===== src/rtl/ecw_pkg.sv =====
// Constants, types and timing figures for the page-cache write path of a serial EEPROM.
// Assumes a single 20 MHz core clock; the bus clock and data lines are sampled as plain inputs.
package ecw_pkg;
  localparam int unsigned CACHE_BYTES = 64;
  localparam int unsigned CACHE_PAGES = 8;
  localparam int unsigned PAGE_BYTES = 8;
  localparam int unsigned PTR_W = 6;
  localparam int unsigned PAGE_W = 3;
  localparam int unsigned ADDR_W = 16;
  localparam int unsigned BYTE_W = 8;
  localparam int unsigned FIFO_WIDTH = ADDR_W + BYTE_W;
  localparam int unsigned FIFO_DEPTH = 32;
  localparam logic [3:0] CTRL_CODE = 4'ha;
  localparam logic [3:0] BITS_PER_BYTE = 4'h8;
  localparam logic [PAGE_W-1:0] LAST_PAGE = 3'h7;
  localparam logic [PAGE_W-1:0] LAST_BYTE = 3'h7;
  // Page programming interval and its cycle count at the core clock rate
  localparam int unsigned CLK_FREQ_HZ = 20000000;
  localparam int unsigned PAGE_PROG_TIME_MS = 5;
  localparam int unsigned PAGE_PROG_CYCLES_DFLT = PAGE_PROG_TIME_MS * (CLK_FREQ_HZ / 1000);
  localparam int unsigned TIMER_W = 17;

  typedef enum logic [2:0] {
    ST_IDLE = 3'b000,
    ST_CTRL = 3'b001,
    ST_ADDR_HI = 3'b010,
    ST_ADDR_LO = 3'b011,
    ST_DATA = 3'b100,
    ST_PUSH = 3'b101,
    ST_WAIT = 3'b110
  } ecw_state_t;
endpackage : ecw_pkg


===== src/rtl/ecw_sync.sv =====
// Three-stage input synchroniser with agreement filter.
// Assumes inputs are asynchronous to CLK; output moves only when stages two and three agree.
`timescale 1ns/1ps
module ecw_sync #(
  parameter int unsigned WIDTH = 1,
  parameter logic [WIDTH-1:0] INIT = '0
) (
  // Clock and reset
  input wire logic clk,
  input wire logic rst_b,
  // Data
  input wire logic [WIDTH-1:0] din,
  output logic [WIDTH-1:0] dout
);
  logic [WIDTH-1:0] s1_reg;
  logic [WIDTH-1:0] s2_reg;
  logic [WIDTH-1:0] s3_reg;
  logic [WIDTH-1:0] agree;

  assign agree = ~(s2_reg ^ s3_reg);

  always_ff @(posedge clk)
  begin
    if (!rst_b)
    begin
      s1_reg <= INIT;
      s2_reg <= INIT;
      s3_reg <= INIT;
      dout <= INIT;
    end
    else
    begin
      s1_reg <= din;
      s2_reg <= s1_reg;
      s3_reg <= s2_reg;
      dout <= (agree & s3_reg) | (~agree & dout);
    end
  end
endmodule : ecw_sync


===== src/rtl/ecw_fifo.sv =====
// Flip-flop FIFO with valid/ready on both sides.
// Assumes the drain side may stall; in_ready falls when full so the source stalls too.
`timescale 1ns/1ps
module ecw_fifo #(
  parameter int unsigned WIDTH = ecw_pkg::FIFO_WIDTH,
  parameter int unsigned DEPTH = ecw_pkg::FIFO_DEPTH
) (
  // Clock and reset
  input wire logic clk,
  input wire logic rst_b,
  // Fill side
  input wire logic in_valid,
  output logic in_ready,
  input wire logic [WIDTH-1:0] in_data,
  // Drain side
  output logic out_valid,
  input wire logic out_ready,
  output logic [WIDTH-1:0] out_data,
  // Status
  output logic empty
);
  localparam int unsigned AW = $clog2(DEPTH);
  logic [WIDTH-1:0] mem_reg [DEPTH];
  logic [AW-1:0] wr_ptr_reg;
  logic [AW-1:0] rd_ptr_reg;
  logic [AW:0] count_reg;
  logic do_wr;
  logic do_rd;

  // Count is one bit wider than the pointers so that full stays distinct from empty
  assign in_ready = (count_reg != (AW+1)'(DEPTH));
  assign out_valid = (count_reg != '0);
  assign empty = (count_reg == '0);
  assign out_data = mem_reg[rd_ptr_reg];
  assign do_wr = in_valid && in_ready;
  assign do_rd = out_valid && out_ready;

  always_ff @(posedge clk)
  begin
    if (do_wr)
      mem_reg[wr_ptr_reg] <= in_data;
  end

  always_ff @(posedge clk)
  begin
    if (!rst_b)
    begin
      wr_ptr_reg <= '0;
      rd_ptr_reg <= '0;
      count_reg <= '0;
    end
    else
    begin
      if (do_wr)
        wr_ptr_reg <= wr_ptr_reg + AW'(1);
      if (do_rd)
        rd_ptr_reg <= rd_ptr_reg + AW'(1);
      count_reg <= count_reg + (AW+1)'(do_wr) - (AW+1)'(do_rd);
    end
  end
endmodule : ecw_fifo


===== src/rtl/ecw_top.sv =====
// Write path of a serial EEPROM: two-wire slave front end, 64-byte page cache and the
// page-by-page programming engine that feeds array writes through a FIFO.
// Assumes SCL, SDA, straps and the supply-low flag are asynchronous to CLK (sampled here),
// and that the array sink accepts {address, data} words when ARR_READY is high.
`timescale 1ns/1ps
module ecw_top
  import ecw_pkg::*;
#(
  parameter int unsigned PAGE_PROG_CYCLES = ecw_pkg::PAGE_PROG_CYCLES_DFLT
) (
  // Clock and reset
  input wire logic CLK,
  input wire logic RST_B,
  // Two-wire bus
  input wire logic SCL,
  input wire logic SDA_IN,
  output logic SDA_OUT,
  output logic SDA_OE,
  // Chip-select straps
  input wire logic CHIP_SELECT_BIT0,
  input wire logic CHIP_SELECT_BIT1,
  input wire logic CHIP_SELECT_BIT2,
  // Supply monitor
  input wire logic SUPPLY_LOW,
  // Array write port
  output logic ARR_VALID,
  input wire logic ARR_READY,
  output logic [ecw_pkg::ADDR_W-1:0] ARR_ADDR,
  output logic [ecw_pkg::BYTE_W-1:0] ARR_DATA,
  // Status
  output logic BUSY,
  output logic STANDBY
);
  import ecw_pkg::*;

  localparam logic [TIMER_W-1:0] TIMER_LOAD = TIMER_W'(PAGE_PROG_CYCLES - 1);

  // Synchronised inputs
  logic scl_f;
  logic sda_f;
  logic [2:0] cs_f;
  logic supply_low_f;

  ecw_sync #(.WIDTH(2), .INIT(2'h3)) u_bus_sync (
    .clk(CLK),
    .rst_b(RST_B),
    .din({SCL, SDA_IN}),
    .dout({scl_f, sda_f})
  );

  ecw_sync #(.WIDTH(4), .INIT(4'h0)) u_misc_sync (
    .clk(CLK),
    .rst_b(RST_B),
    .din({SUPPLY_LOW, CHIP_SELECT_BIT2, CHIP_SELECT_BIT1, CHIP_SELECT_BIT0}),
    .dout({supply_low_f, cs_f})
  );

  // State
  ecw_state_t state_reg;
  ecw_state_t state_next;
  logic scl_prev_reg;
  logic sda_prev_reg;
  logic [3:0] bit_cnt_reg;
  logic [BYTE_W-1:0] shift_reg;
  logic in_ack_reg;
  logic ack_drive_reg;
  logic [ADDR_W-1:0] addr_reg;
  logic [PTR_W-1:0] load_ptr_reg;
  logic [BYTE_W-1:0] cache_reg [CACHE_BYTES];
  logic [CACHE_BYTES-1:0] valid_reg;
  logic [PAGE_W-1:0] prog_page_reg;
  logic [PAGE_W-1:0] prog_byte_reg;
  logic [TIMER_W-1:0] timer_reg;

  // Bus events
  logic scl_rise;
  logic scl_fall;
  logic start_cond;
  logic stop_cond;
  logic byte_done;
  logic ack_end;
  logic prog_active;
  logic ctrl_match;
  logic do_ack;
  logic data_store;

  assign scl_rise = scl_f && !scl_prev_reg;
  assign scl_fall = !scl_f && scl_prev_reg;
  // Start and stop detect
  // data change, clock high
  assign start_cond = scl_f && scl_prev_reg && sda_prev_reg && !sda_f;
  assign stop_cond = scl_f && scl_prev_reg && !sda_prev_reg && sda_f;
  assign byte_done = scl_fall && !in_ack_reg && (bit_cnt_reg == BITS_PER_BYTE);
  assign ack_end = scl_fall && in_ack_reg;
  assign prog_active = (state_reg == ST_PUSH) || (state_reg == ST_WAIT);
  assign ctrl_match = (shift_reg[7:4] == CTRL_CODE) && (shift_reg[3:1] == cs_f) && !shift_reg[0];
  assign do_ack = byte_done && (((state_reg == ST_CTRL) && ctrl_match) || (state_reg == ST_ADDR_HI)
                  || (state_reg == ST_ADDR_LO) || (state_reg == ST_DATA));
  assign data_store = byte_done && (state_reg == ST_DATA);

  // Programming engine decode
  logic [PTR_W-1:0] push_idx;
  logic [PAGE_BYTES-1:0] page_valid;
  logic page_loaded;
  logic supply_low_eff;
  logic push_valid;
  logic push_ready;
  logic push_advance;
  logic page_end;
  logic timer_done;
  logic fifo_empty;
  logic [ADDR_W-1:0] push_addr;
  logic [ADDR_W-1:0] page_base;

  assign push_idx = {prog_page_reg, prog_byte_reg};
  assign page_valid = valid_reg[{prog_page_reg, 3'h0} +: PAGE_BYTES];
  assign page_loaded = |page_valid;
  assign supply_low_eff = supply_low_f && !STANDBY;
  assign push_valid = (state_reg == ST_PUSH) && page_loaded && valid_reg[push_idx] && !supply_low_eff;
  assign push_advance = (state_reg == ST_PUSH) && (!page_loaded || !valid_reg[push_idx] || supply_low_eff
                        || push_ready);
  assign page_end = push_advance && (!page_loaded || (prog_byte_reg == LAST_BYTE));
  // cache page n to start page plus n
  assign page_base = {addr_reg[ADDR_W-1:3], 3'h0} + {ADDR_W'(prog_page_reg) << 3};
  assign push_addr = page_base + ADDR_W'(prog_byte_reg);
  assign timer_done = (timer_reg == '0) && fifo_empty;

  // Next state
  always_comb
  begin
    state_next = state_reg;
    case (state_reg)
      ST_IDLE:
      begin
        if (start_cond)
          state_next = ST_CTRL;
      end
      ST_CTRL, ST_ADDR_HI, ST_ADDR_LO:
      begin
        if (start_cond)
          state_next = ST_CTRL;
        else if (stop_cond)
          state_next = ST_IDLE;
        else if (byte_done && !do_ack)
          state_next = ST_IDLE;
        else if (byte_done && (state_reg == ST_CTRL))
          state_next = ST_ADDR_HI;
        else if (byte_done && (state_reg == ST_ADDR_HI))
          state_next = ST_ADDR_LO;
        else if (byte_done)
          state_next = ST_DATA;
      end
      ST_DATA:
      begin
        if (stop_cond && (|valid_reg))
          state_next = ST_PUSH;
        else if (stop_cond)
          state_next = ST_IDLE;
        else if (start_cond)
          state_next = ST_CTRL;
      end
      ST_PUSH:
      begin
        if (page_end)
          state_next = ST_WAIT;
      end
      ST_WAIT:
      begin
        if (timer_done && (prog_page_reg == LAST_PAGE))
          state_next = ST_IDLE;
        else if (timer_done)
          state_next = ST_PUSH;
      end
      default:
        state_next = ST_IDLE;
    endcase
  end

  // Bus front end; everything is ignored while programming
  always_ff @(posedge CLK)
  begin
    if (!RST_B)
    begin
      state_reg <= ST_IDLE;
      scl_prev_reg <= 1'b1;
      sda_prev_reg <= 1'b1;
      bit_cnt_reg <= 4'h0;
      shift_reg <= 8'h00;
      in_ack_reg <= 1'b0;
      ack_drive_reg <= 1'b0;
    end
    else
    begin
      state_reg <= state_next;
      scl_prev_reg <= scl_f;
      sda_prev_reg <= sda_f;
      if (prog_active || start_cond || stop_cond)
      begin
        bit_cnt_reg <= 4'h0;
        in_ack_reg <= 1'b0;
        ack_drive_reg <= 1'b0;
      end
      else if (ack_end)
      begin
        in_ack_reg <= 1'b0;
        ack_drive_reg <= 1'b0;
        bit_cnt_reg <= 4'h0;
      end
      else if (byte_done)
      begin
        in_ack_reg <= 1'b1;
        ack_drive_reg <= do_ack;
      end
      else if (scl_rise && !in_ack_reg && (bit_cnt_reg != BITS_PER_BYTE))
      begin
        shift_reg <= {shift_reg[6:0], sda_f};
        bit_cnt_reg <= bit_cnt_reg + 4'h1;
      end
    end
  end

  // Address pointer and cache load pointer
  always_ff @(posedge CLK)
  begin
    if (!RST_B)
    begin
      addr_reg <= 16'h0000;
      load_ptr_reg <= 6'h00;
      valid_reg <= 64'h0;
    end
    else if (byte_done && do_ack && (state_reg == ST_ADDR_HI))
      addr_reg <= {shift_reg, addr_reg[7:0]};
    else if (byte_done && do_ack && (state_reg == ST_ADDR_LO))
    begin
      addr_reg <= {addr_reg[15:8], shift_reg};
      // first byte into page 0 slot
      load_ptr_reg <= {3'h0, shift_reg[2:0]};
      valid_reg <= 64'h0;
    end
    else if (data_store)
    begin
      valid_reg[load_ptr_reg] <= 1'b1;
      // tail lands in page 0 head
      load_ptr_reg <= load_ptr_reg + 6'h01;
    end
  end

  // Cache storage
  // 64 bytes in arrival order
  always_ff @(posedge CLK)
  begin
    if (data_store)
      cache_reg[load_ptr_reg] <= shift_reg;
  end

  // Page walker and per-page timer
  always_ff @(posedge CLK)
  begin
    if (!RST_B)
    begin
      prog_page_reg <= 3'h0;
      prog_byte_reg <= 3'h0;
      timer_reg <= '0;
    end
    else if (state_reg == ST_DATA)
    begin
      prog_page_reg <= 3'h0;
      prog_byte_reg <= 3'h0;
      timer_reg <= '0;
    end
    else if (page_end)
    begin
      prog_byte_reg <= 3'h0;
      // full interval for any loaded page
      timer_reg <= page_loaded ? TIMER_LOAD : '0;
    end
    else if (push_advance)
      prog_byte_reg <= prog_byte_reg + 3'h1;
    else if ((state_reg == ST_WAIT) && (timer_reg != '0))
      timer_reg <= timer_reg - TIMER_W'(1);
    else if (timer_done && (state_reg == ST_WAIT))
      // next page after its own cycle
      prog_page_reg <= prog_page_reg + 3'h1;
  end

  // Array write buffer
  logic [FIFO_WIDTH-1:0] arr_word;

  ecw_fifo #(.WIDTH(FIFO_WIDTH), .DEPTH(FIFO_DEPTH)) u_arr_fifo (
    .clk(CLK),
    .rst_b(RST_B),
    .in_valid(push_valid),
    .in_ready(push_ready),
    .in_data({push_addr, cache_reg[push_idx]}),
    .out_valid(ARR_VALID),
    .out_ready(ARR_READY),
    .out_data(arr_word),
    .empty(fifo_empty)
  );

  assign ARR_ADDR = arr_word[FIFO_WIDTH-1:BYTE_W];
  assign ARR_DATA = arr_word[BYTE_W-1:0];
  assign SDA_OUT = 1'b0;
  assign SDA_OE = ack_drive_reg;
  assign BUSY = prog_active;
  assign STANDBY = (state_reg == ST_IDLE) && fifo_empty;

  // Checks
  property p_sda_low_only;
    @(posedge CLK) disable iff (!RST_B)
    SDA_OE |-> (SDA_OUT == 1'b0);
  endproperty
  a_sda_low_only: assert property (p_sda_low_only)
    else $error("data line driven high");

  property p_silent_prog;
    @(posedge CLK) disable iff (!RST_B)
    prog_active |=> !SDA_OE;
  endproperty
  a_silent_prog: assert property (p_silent_prog)
    else $error("acknowledge while programming");

  property p_stop_launch;
    @(posedge CLK) disable iff (!RST_B)
    (state_reg == ST_DATA && stop_cond && (|valid_reg)) |=> (state_reg == ST_PUSH) ##1 BUSY;
  endproperty
  a_stop_launch: assert property (p_stop_launch)
    else $error("stop did not launch programming");

  property p_first_slot;
    @(posedge CLK) disable iff (!RST_B)
    (state_reg == ST_ADDR_LO && byte_done && do_ack) |=> (load_ptr_reg == {3'h0, addr_reg[2:0]})
      && (valid_reg == 64'h0);
  endproperty
  a_first_slot: assert property (p_first_slot)
    else $error("first cache slot wrong");

  property p_wrap;
    @(posedge CLK) disable iff (!RST_B)
    (data_store && load_ptr_reg == 6'h3f) |=> (load_ptr_reg == 6'h00) && valid_reg[63];
  endproperty
  a_wrap: assert property (p_wrap)
    else $error("cache pointer did not wrap");

  property p_supply_block;
    @(posedge CLK) disable iff (!RST_B)
    supply_low_eff |-> !push_valid;
  endproperty
  a_supply_block: assert property (p_supply_block)
    else $error("array write during supply low");

  property p_page_time;
    @(posedge CLK) disable iff (!RST_B)
    (page_end && page_loaded) |=> (timer_reg == TIMER_LOAD) && (state_reg == ST_WAIT);
  endproperty
  a_page_time: assert property (p_page_time)
    else $error("page interval not loaded");

  property p_only_loaded;
    @(posedge CLK) disable iff (!RST_B)
    push_valid |-> valid_reg[push_idx] && (push_addr[2:0] == prog_byte_reg);
  endproperty
  a_only_loaded: assert property (p_only_loaded)
    else $error("unloaded byte programmed");

  property p_cs_match;
    @(posedge CLK) disable iff (!RST_B)
    (byte_done && state_reg == ST_CTRL && shift_reg[3:1] != cs_f) |=> !SDA_OE && (state_reg == ST_IDLE);
  endproperty
  a_cs_match: assert property (p_cs_match)
    else $error("answered foreign select bits");

  property p_ack_ninth;
    @(posedge CLK) disable iff (!RST_B)
    (do_ack && !start_cond && !stop_cond) |=> SDA_OE;
  endproperty
  a_ack_ninth: assert property (p_ack_ninth)
    else $error("missing acknowledge");

  property p_next_page;
    @(posedge CLK) disable iff (!RST_B)
    (state_reg == ST_WAIT && timer_done && prog_page_reg != LAST_PAGE) |=> (state_reg == ST_PUSH)
      && (prog_page_reg == $past(prog_page_reg) + 3'h1);
  endproperty
  a_next_page: assert property (p_next_page)
    else $error("page walker did not advance");
endmodule : ecw_top


===== config.mk =====
export PLATFORM = sky130hd
export DESIGN_NAME = ecw_top
export DESIGN_NICKNAME = d
export VERILOG_FILES = /design/src/rtl/ecw_pkg.sv /design/src/rtl/ecw_sync.sv /design/src/rtl/ecw_fifo.sv /design/src/rtl/ecw_top.sv
export SDC_FILE = /design/constraint.sdc
export NUM_CORES = 2
export LEC_CHECK = 0
export BUFFER_PORTS_ARGS = -buffer_cell sky130_fd_sc_hd__buf_2
export CAP_MARGIN = 20
export CELL_PAD_IN_SITES_DETAIL_PLACEMENT = 1
export CELL_PAD_IN_SITES_GLOBAL_PLACEMENT = 1
export CORE_MARGIN = 2
export CORE_UTILIZATION = 60
export DETAILED_ROUTE_END_ITERATION = 8
export HOLD_SLACK_MARGIN = 0.1
export PLACE_DENSITY = 0.88
export SKIP_CTS_REPAIR_TIMING = 1
export SLEW_MARGIN = 20
export SYNTH_ARGS = -nofsm -noshare
export SYNTH_HDL_FRONTEND = slang
export SYNTH_SLANG_ARGS = --single-unit

===== constraint.sdc =====
create_clock -name CLK -period 10.6 [get_ports CLK]
set_input_delay 0.53 -clock CLK [delete_from_list [all_inputs] [get_ports CLK]]
set_output_delay 0.53 -clock CLK [all_outputs]
set_load 0.005 [all_outputs]

Word-level counts from Yosys, hierarchy flattened
Memories as Yosys holds them, arrays and structs flattened. A register that Yosys moved wholly into a read port is not among the register bits.
Cells that the tools add are included.
{ "classes": {"n_lt_le_gt_ge": 3, "n_reduce_logical": 79, "n_eq_ne": 17, "muxes": 33, "n_addsub": 11, "shift": 1, "bitwise_logic": 21} }
{ "op_table": {"columns": ["operator", "count"], "rows": [
  ["two-way mux 64 bit", 2],
  ["two-way mux 17 bit", 4],
  ["OR 64 bit", 1],
  ["OR reduction 64 bit", 1],
  ["variable part select 64 x 7 -> 8 bit", 1],
  ["logical AND 1 bit", 38],
  ["two-way mux 3 bit", 12],
  ["logical NOT 17 bit", 1],
  ["nonzero test 17 bit", 1],
  ["subtractor 17 x 1 -> 17 bit (second input constant)", 1],
  ["adder 16 x 3 -> 16 bit", 1],
  ["adder 16 x 6 -> 16 bit", 1],
  ["two-way mux 16 bit", 1],
  ["equality test 3 bit (second input constant)", 5],
  ["one-hot mux 3 bit (5 select lines)", 1],
  ["less-than comparator 6 x 7 -> 1 bit (second input constant)", 2],
  ["two-way mux 6 bit", 2],
  ["logical NOT 1 bit", 11],
  ["adder 5 x 1 -> 5 bit (second input constant)", 2],
  ["logical OR 1 bit", 10],
  ["two-way mux 5 bit", 2],
  ["OR reduction 3 bit", 3],
  ["AND 4 bit", 2],
  ["equality test 4 bit (second input constant)", 2],
  ["36 further kinds", 58]
]} }
{ "totals": {"word_cells": 192, "out_inout_bits": 29, "mem_bits_rw": 1280, "memories": 2, "ff_bits": 168} }
{ "mem_list": {"columns": ["name", "depth", "word_bits", "rd", "rd_ports_with_merged_regs", "wr", "line", "rtl"], "rows": [
  ["u_arr_fifo.mem_reg", 32, 24, 1, 1, 1, "ecw_fifo.sv:23", "logic [WIDTH-1:0] mem_reg [DEPTH];"],
  ["cache_reg", 64, 8, 1, 0, 1, "ecw_top.sv:69", "logic [BYTE_W-1:0] cache_reg [CACHE_BYTES];"]
]} }

Longest topological paths before layout
{ "logic_depth": {"word_depth": 14, "mapped_depth": 17, "mapped_depth_nobuf": 17} }

Hierarchy
From an unflattened synthesis, not the netlist that was laid out.
{ "unflattened": {"hier_cells": 3093, "hier_area_um2": 56741.9} }
{ "modules_own_cells": {"columns": ["mod", "area_per_inst_um2", "n_inst", "cells_per_inst"], "rows": [
  ["ecw_fifo", 30334.1, 1, 1518],
  ["ecw_top", 25700.9, 1, 1514],
  ["ecw_sync at u_misc_sync", 481.7, 1, 41],
  ["ecw_sync at u_bus_sync", 225.2, 1, 20]
]} }

Least setup slack after synthesis
OpenSTA, ideal clock, no wires.
{ "synth_path": {"path_type": "register -> register", "startpoint": "reg prog_byte_reg[1]", "endpoint": "mem u_arr_fifo.mem_reg[28][0] (netlist name), enable pin", "slack_ns": 6.427, "arrival_time_ns": 3.768, "path_buffers": 3, "period_less_slack_ns": 4.173, "stages_incl_launch_ff": 11, "path_cell_list": "dfxtp_1 buf_2 buf_2 mux2i_1 a22oi_1 nand4_1 a31oi_1 nand3b_1 or2_2 clkbuf_1 nor2_1"} }
{ "synth_between": {"elab_chain_cells": 7} }
{ "synth_rtl": {"columns": ["element", "line", "rtl"], "rows": [
  ["start, declared", "ecw_top.sv:72", "logic [PAGE_W-1:0] prog_byte_reg;"],
  ["start signal, assigned", "ecw_top.sv:278", "prog_byte_reg <= prog_byte_reg + 3'h1;"],
  ["binary-select mux 1 bit (select 6 bit)", "ecw_top.sv:119", "assign push_valid = (state_reg == ST_PUSH) && page_loaded && valid_reg[push_idx] && !supply_low_eff;"],
  ["two-way mux 1 bit (not written as such)", "ecw_top.sv:119", null],
  ["logical AND 1 bit (2 in a row)", "ecw_top.sv:119", null],
  ["logical AND 1 bit", "ecw_fifo.sv:35", "assign do_wr = in_valid && in_ready;"],
  ["two-way mux 1 bit", "ecw_fifo.sv:40", "if (do_wr)"],
  ["two-way mux 1 bit (not written as such)", "ecw_fifo.sv:41", "mem_reg[wr_ptr_reg] <= in_data;"],
  ["end, declared", "ecw_fifo.sv:23", null]
]} }
No other way between the ends. The select of a mux whose other input is x is not followed.

Final worst setup path
{ "layout_path": {"startpoint": "reg prog_byte_reg[1]", "endpoint": "mem u_arr_fifo.mem_reg[13][18] (netlist name), enable pin"} }
Same word-level chain as after synthesis.

==> flow_summary.toml <==
[critical_path]
r2r-start = "prog_byte_reg[1]"
path_common_cell = "a31oi_1"
r2r_end = "u_arr_fifo.mem_reg[13][18]"
crit_path_end_kind = "flop"
cp_slowest_cell = "nor2_4"
crit_fanout = 68
critPathRequiredTime_ps = 10990
cp-endpoint = "u_arr_fifo.mem_reg[13][18]"
crit_chain = "buf_4 -> mux2i_1 -> a22oi_1 -> a31oi_1 -> a31oi_1 -> nand3b_1 -> or2_2 -> nor2_4"
crit_family = "simple AND/OR/NAND/NOR gates"
critPathLaunchType = "flop"
cp.depth = 8
worst-endpoint-arrival_ps = 5670
crit_buf_inv = 1
setup.worst_path.class = "flop to flop"
cp-startpoint = "prog_byte_reg[1]"
slowest_delay_ps = 970
r2r_slack_ps = 5320
rr_worst_depth = 8

[min_path]
hp-class = "primary input to flop"
holdCritStartpoint = "RST_B"

[floorplanning]
io_pins = 38
die-height_um = 311.4
initial_core_util = 0.6064
rows = 112
die_width_um = 311.4
design.die.area_um2 = 96950
coreArea_um2 = 93470

[grt]
grt_antenna_before_repair = 8
grt_pass1_vias = 32751
grt.overflow.total = 0
track_usage = 0.3592
grt_max_degree = 112
grt_pass1_wl_um = 245600

[yosys]
ys.warnings.count = 0
synth-async-reset-ratio = 0
synth_cell_types = 67
dominantRegCellSynth = "edfxtp_1"
avgSynthCellArea_um2 = 19.96
synth-simple-area-share = 0.04084
synth.yosys.seq_area_share = 0.7382
ys_ff_latch = 1450
synthMuxAreaShare = 0.1773
synth-compound-area-share = 0.01896
netlist_area_um2 = 56680
synth-xor-area-share = 0.004945
synthesis.nets = 2876
synth_top_family_by_area = "multiplexers"
synth_edf_count = 1280
synthesis.instances = 2840
synth_fa_ha_area_frac = 0.006401

[finish]
nets = 2951
area_growth_pct = 12.18
final_layout_size_suffix_gt1_frac = 0.2745
fin_cells = 4290
largest_reg_flops = 768
fillers = 7300

[sta]
hold_viol = 0
max_slew.worst_pin.slew_ps = 1418
fin_crit_ps = 5275
tns_ps = 0
rsz0062_at_grt = "false"
report.final.slew_viol_count = 0
setup_viol = 0
post-route-period-util = 0.4977
slew-limit-headroom = 0.05124
max_clock_freq_mhz = 189.6
finClkSkew_ps = 51.97

[clock_network]
clock_path_buffers = 3
root_buffer = "clkbuf_16"
clock_latency_ps = 810
tritoncts = "yes"
numCtsBuffers = 141
clock-sinks = 1450
htree_levels = 4
clk_pin_slew_ps = 70

[placement]
place.port_buffers = 36
gp_congestion = 0.8135
post-place-cells = 4012
hpwl_um = 85340

[power_and_ir_drop]
peakVddDrop_mv = 0.1989
power.switching_w = 0.003026
netSwitchingFraction = 0.2376
combPwrFrac = 0.090
power_density_nw_per_um2 = 200.3
power_frac_seq = 0.488
internal-power_w = 0.009710
p_clk_frac = 0.422
leakage_nw = 19.92

[route]
met2_length_um = 88880
wl_per_cell_um = 40.99
drt-pass1-iter-count = 9
routed-wl-met3_um = 17010
ant_nets = 0
routed_wl_um = 175900
first_iter_violations = 5333
wl_met1_um = 59070
via_per_inst = 7.356
highest_layer = "met5"
drc = 0
vias = 31556

[job]
maxCapViolations = 0

[status]
outcome = "complete, no violations"
-- worst min path at each step --
stage	end	depth (start not counted)	slack [ps]
floorplan	u_bus_sync.s2_reg[0]	1	390
CTS	u_bus_sync.s1_reg[1]	2	-90
finish	u_bus_sync.s1_reg[1]	2	300
detailed placement	u_bus_sync.s2_reg[0]	1	420
global route	sda_prev_reg	2	300
global placement	u_bus_sync.s2_reg[0]	1	410
-- cells in the final DEF, fill, tap and decap left out, drive strengths merged, types with 5 or more instances in the layout --
master,Yosys,layout
edfxtp,1280,1280
mux4,422,422
nor2,236,236
dfxtp,170,170
clkbuf,101,170
a21oi,111,111
buf,51,78
clkinv,0,64
nand2,63,63
inv,38,44
mux2i,27,27
nand3,27,27
and2,25,25
ha,25,25
mux2,24,24
o21ai,23,23
nor4,21,21
xnor2,20,20
bufinv,0,18
nor3,15,15
nand2b,13,13
nand4,13,13
xor2,12,12
nor2b,11,11
or3,10,10
a211oi,10,10
or2,7,7
or4,7,7
o31ai,7,7
o211ai,7,7
nand3b,6,6
dlygate4sd3,0,6
nor3b,6,6
diode,0,5
a22oi,5,5
-- cell usage after synthesis (all sizes together), types with 6 or more instances --
master,instances,share of area
a211oi,10,0.0013
a21oi,111,0.0098
and2,25,0.0028
buf,51,0.0041
clkbuf,101,0.0068
dfxtp,170,0.060
edfxtp,1280,0.68
ha,25,0.0055
inv,38,0.0025
mux2,24,0.0048
mux2i,27,0.0048
mux4,422,0.17
nand2,63,0.0042
nand2b,13,0.0014
nand3,27,0.0025
nand3b,6,0.00079
nand4,13,0.0014
nor2,236,0.016
nor2b,11,0.0012
nor3,15,0.0015
nor3b,6,0.00097
nor4,21,0.0023
o211ai,7,0.00093
o21ai,23,0.0021
o31ai,7,0.00093
or2,7,0.00077
or3,10,0.0011
or4,7,0.00093
xnor2,20,0.0031
xor2,12,0.0019
-- layer usage --
| metal | vias up | track usage |
|---|---|---|
| met3 | 688 | 0.07101 |
| li1 | 11739 | - |
| met5 | - | 0 |
| met1 | 16402 | 0.4499 |
| met2 | 2721 | 0.6039 |
| met4 | 6 | 0.1806 |
-- layout make-up --
class,count,area (um^2),share of cell area
Tap cell,1254,1569,0.02467
Clock buffer,170,3774,0.05935
Antenna cell,5,12.51,0.0001968
Multi-Input combinational cell,1200,14530,0.2284
Timing Repair Buffer,84,706.9,0.01112
Clock inverter,89,982.2,0.01545
Sequential cell,1450,41880,0.6585
Inverter,38,142.6,0.002243
-- cells by family after synthesis --
family                     count (synthesis)
and+or+nand+nor                          481
other                                      1
buffers and inverters                    190
xor gates and xnor gates                  32
adders and majority gates                 28
AOI/OAI and AO/OA                        185
DFF                                     1450
muxes                                    473
-- power by group through the flow --
stage               Clock [W]  Sequential (W)  Combinational, W
floorplan                   0         0.00627          0.000830
global placement            0         0.00633           0.00101
detailed placement          0         0.00633           0.00107
CTS                   0.00534         0.00621           0.00113
global route          0.00554         0.00622           0.00119
finish                0.00538         0.00621           0.00114
-- per-stage QoR --
step / setup WS, ps / area [um^2] / utilization / power [W] / hold slack (ps)
5_1_grt: 5242 / 63570 / 0.6802 / 0.01294 / 300.5
2_1_floorplan: 6427 / 56680 / - / 0.007099 / 386.3
3_3_place_gp: 5884 / 58500 / 0.6259 / 0.007345 / 406.5
3_5_place_dp: 5636 / 58510 / 0.6260 / 0.007398 / 422.2
6_report: 5325 / 63590 / 0.6803 / 0.01274 / 299.6
4_1_cts: 5416 / 63260 / 0.6768 / 0.01269 / -85.64
Power figures use the tool's default switching activity.
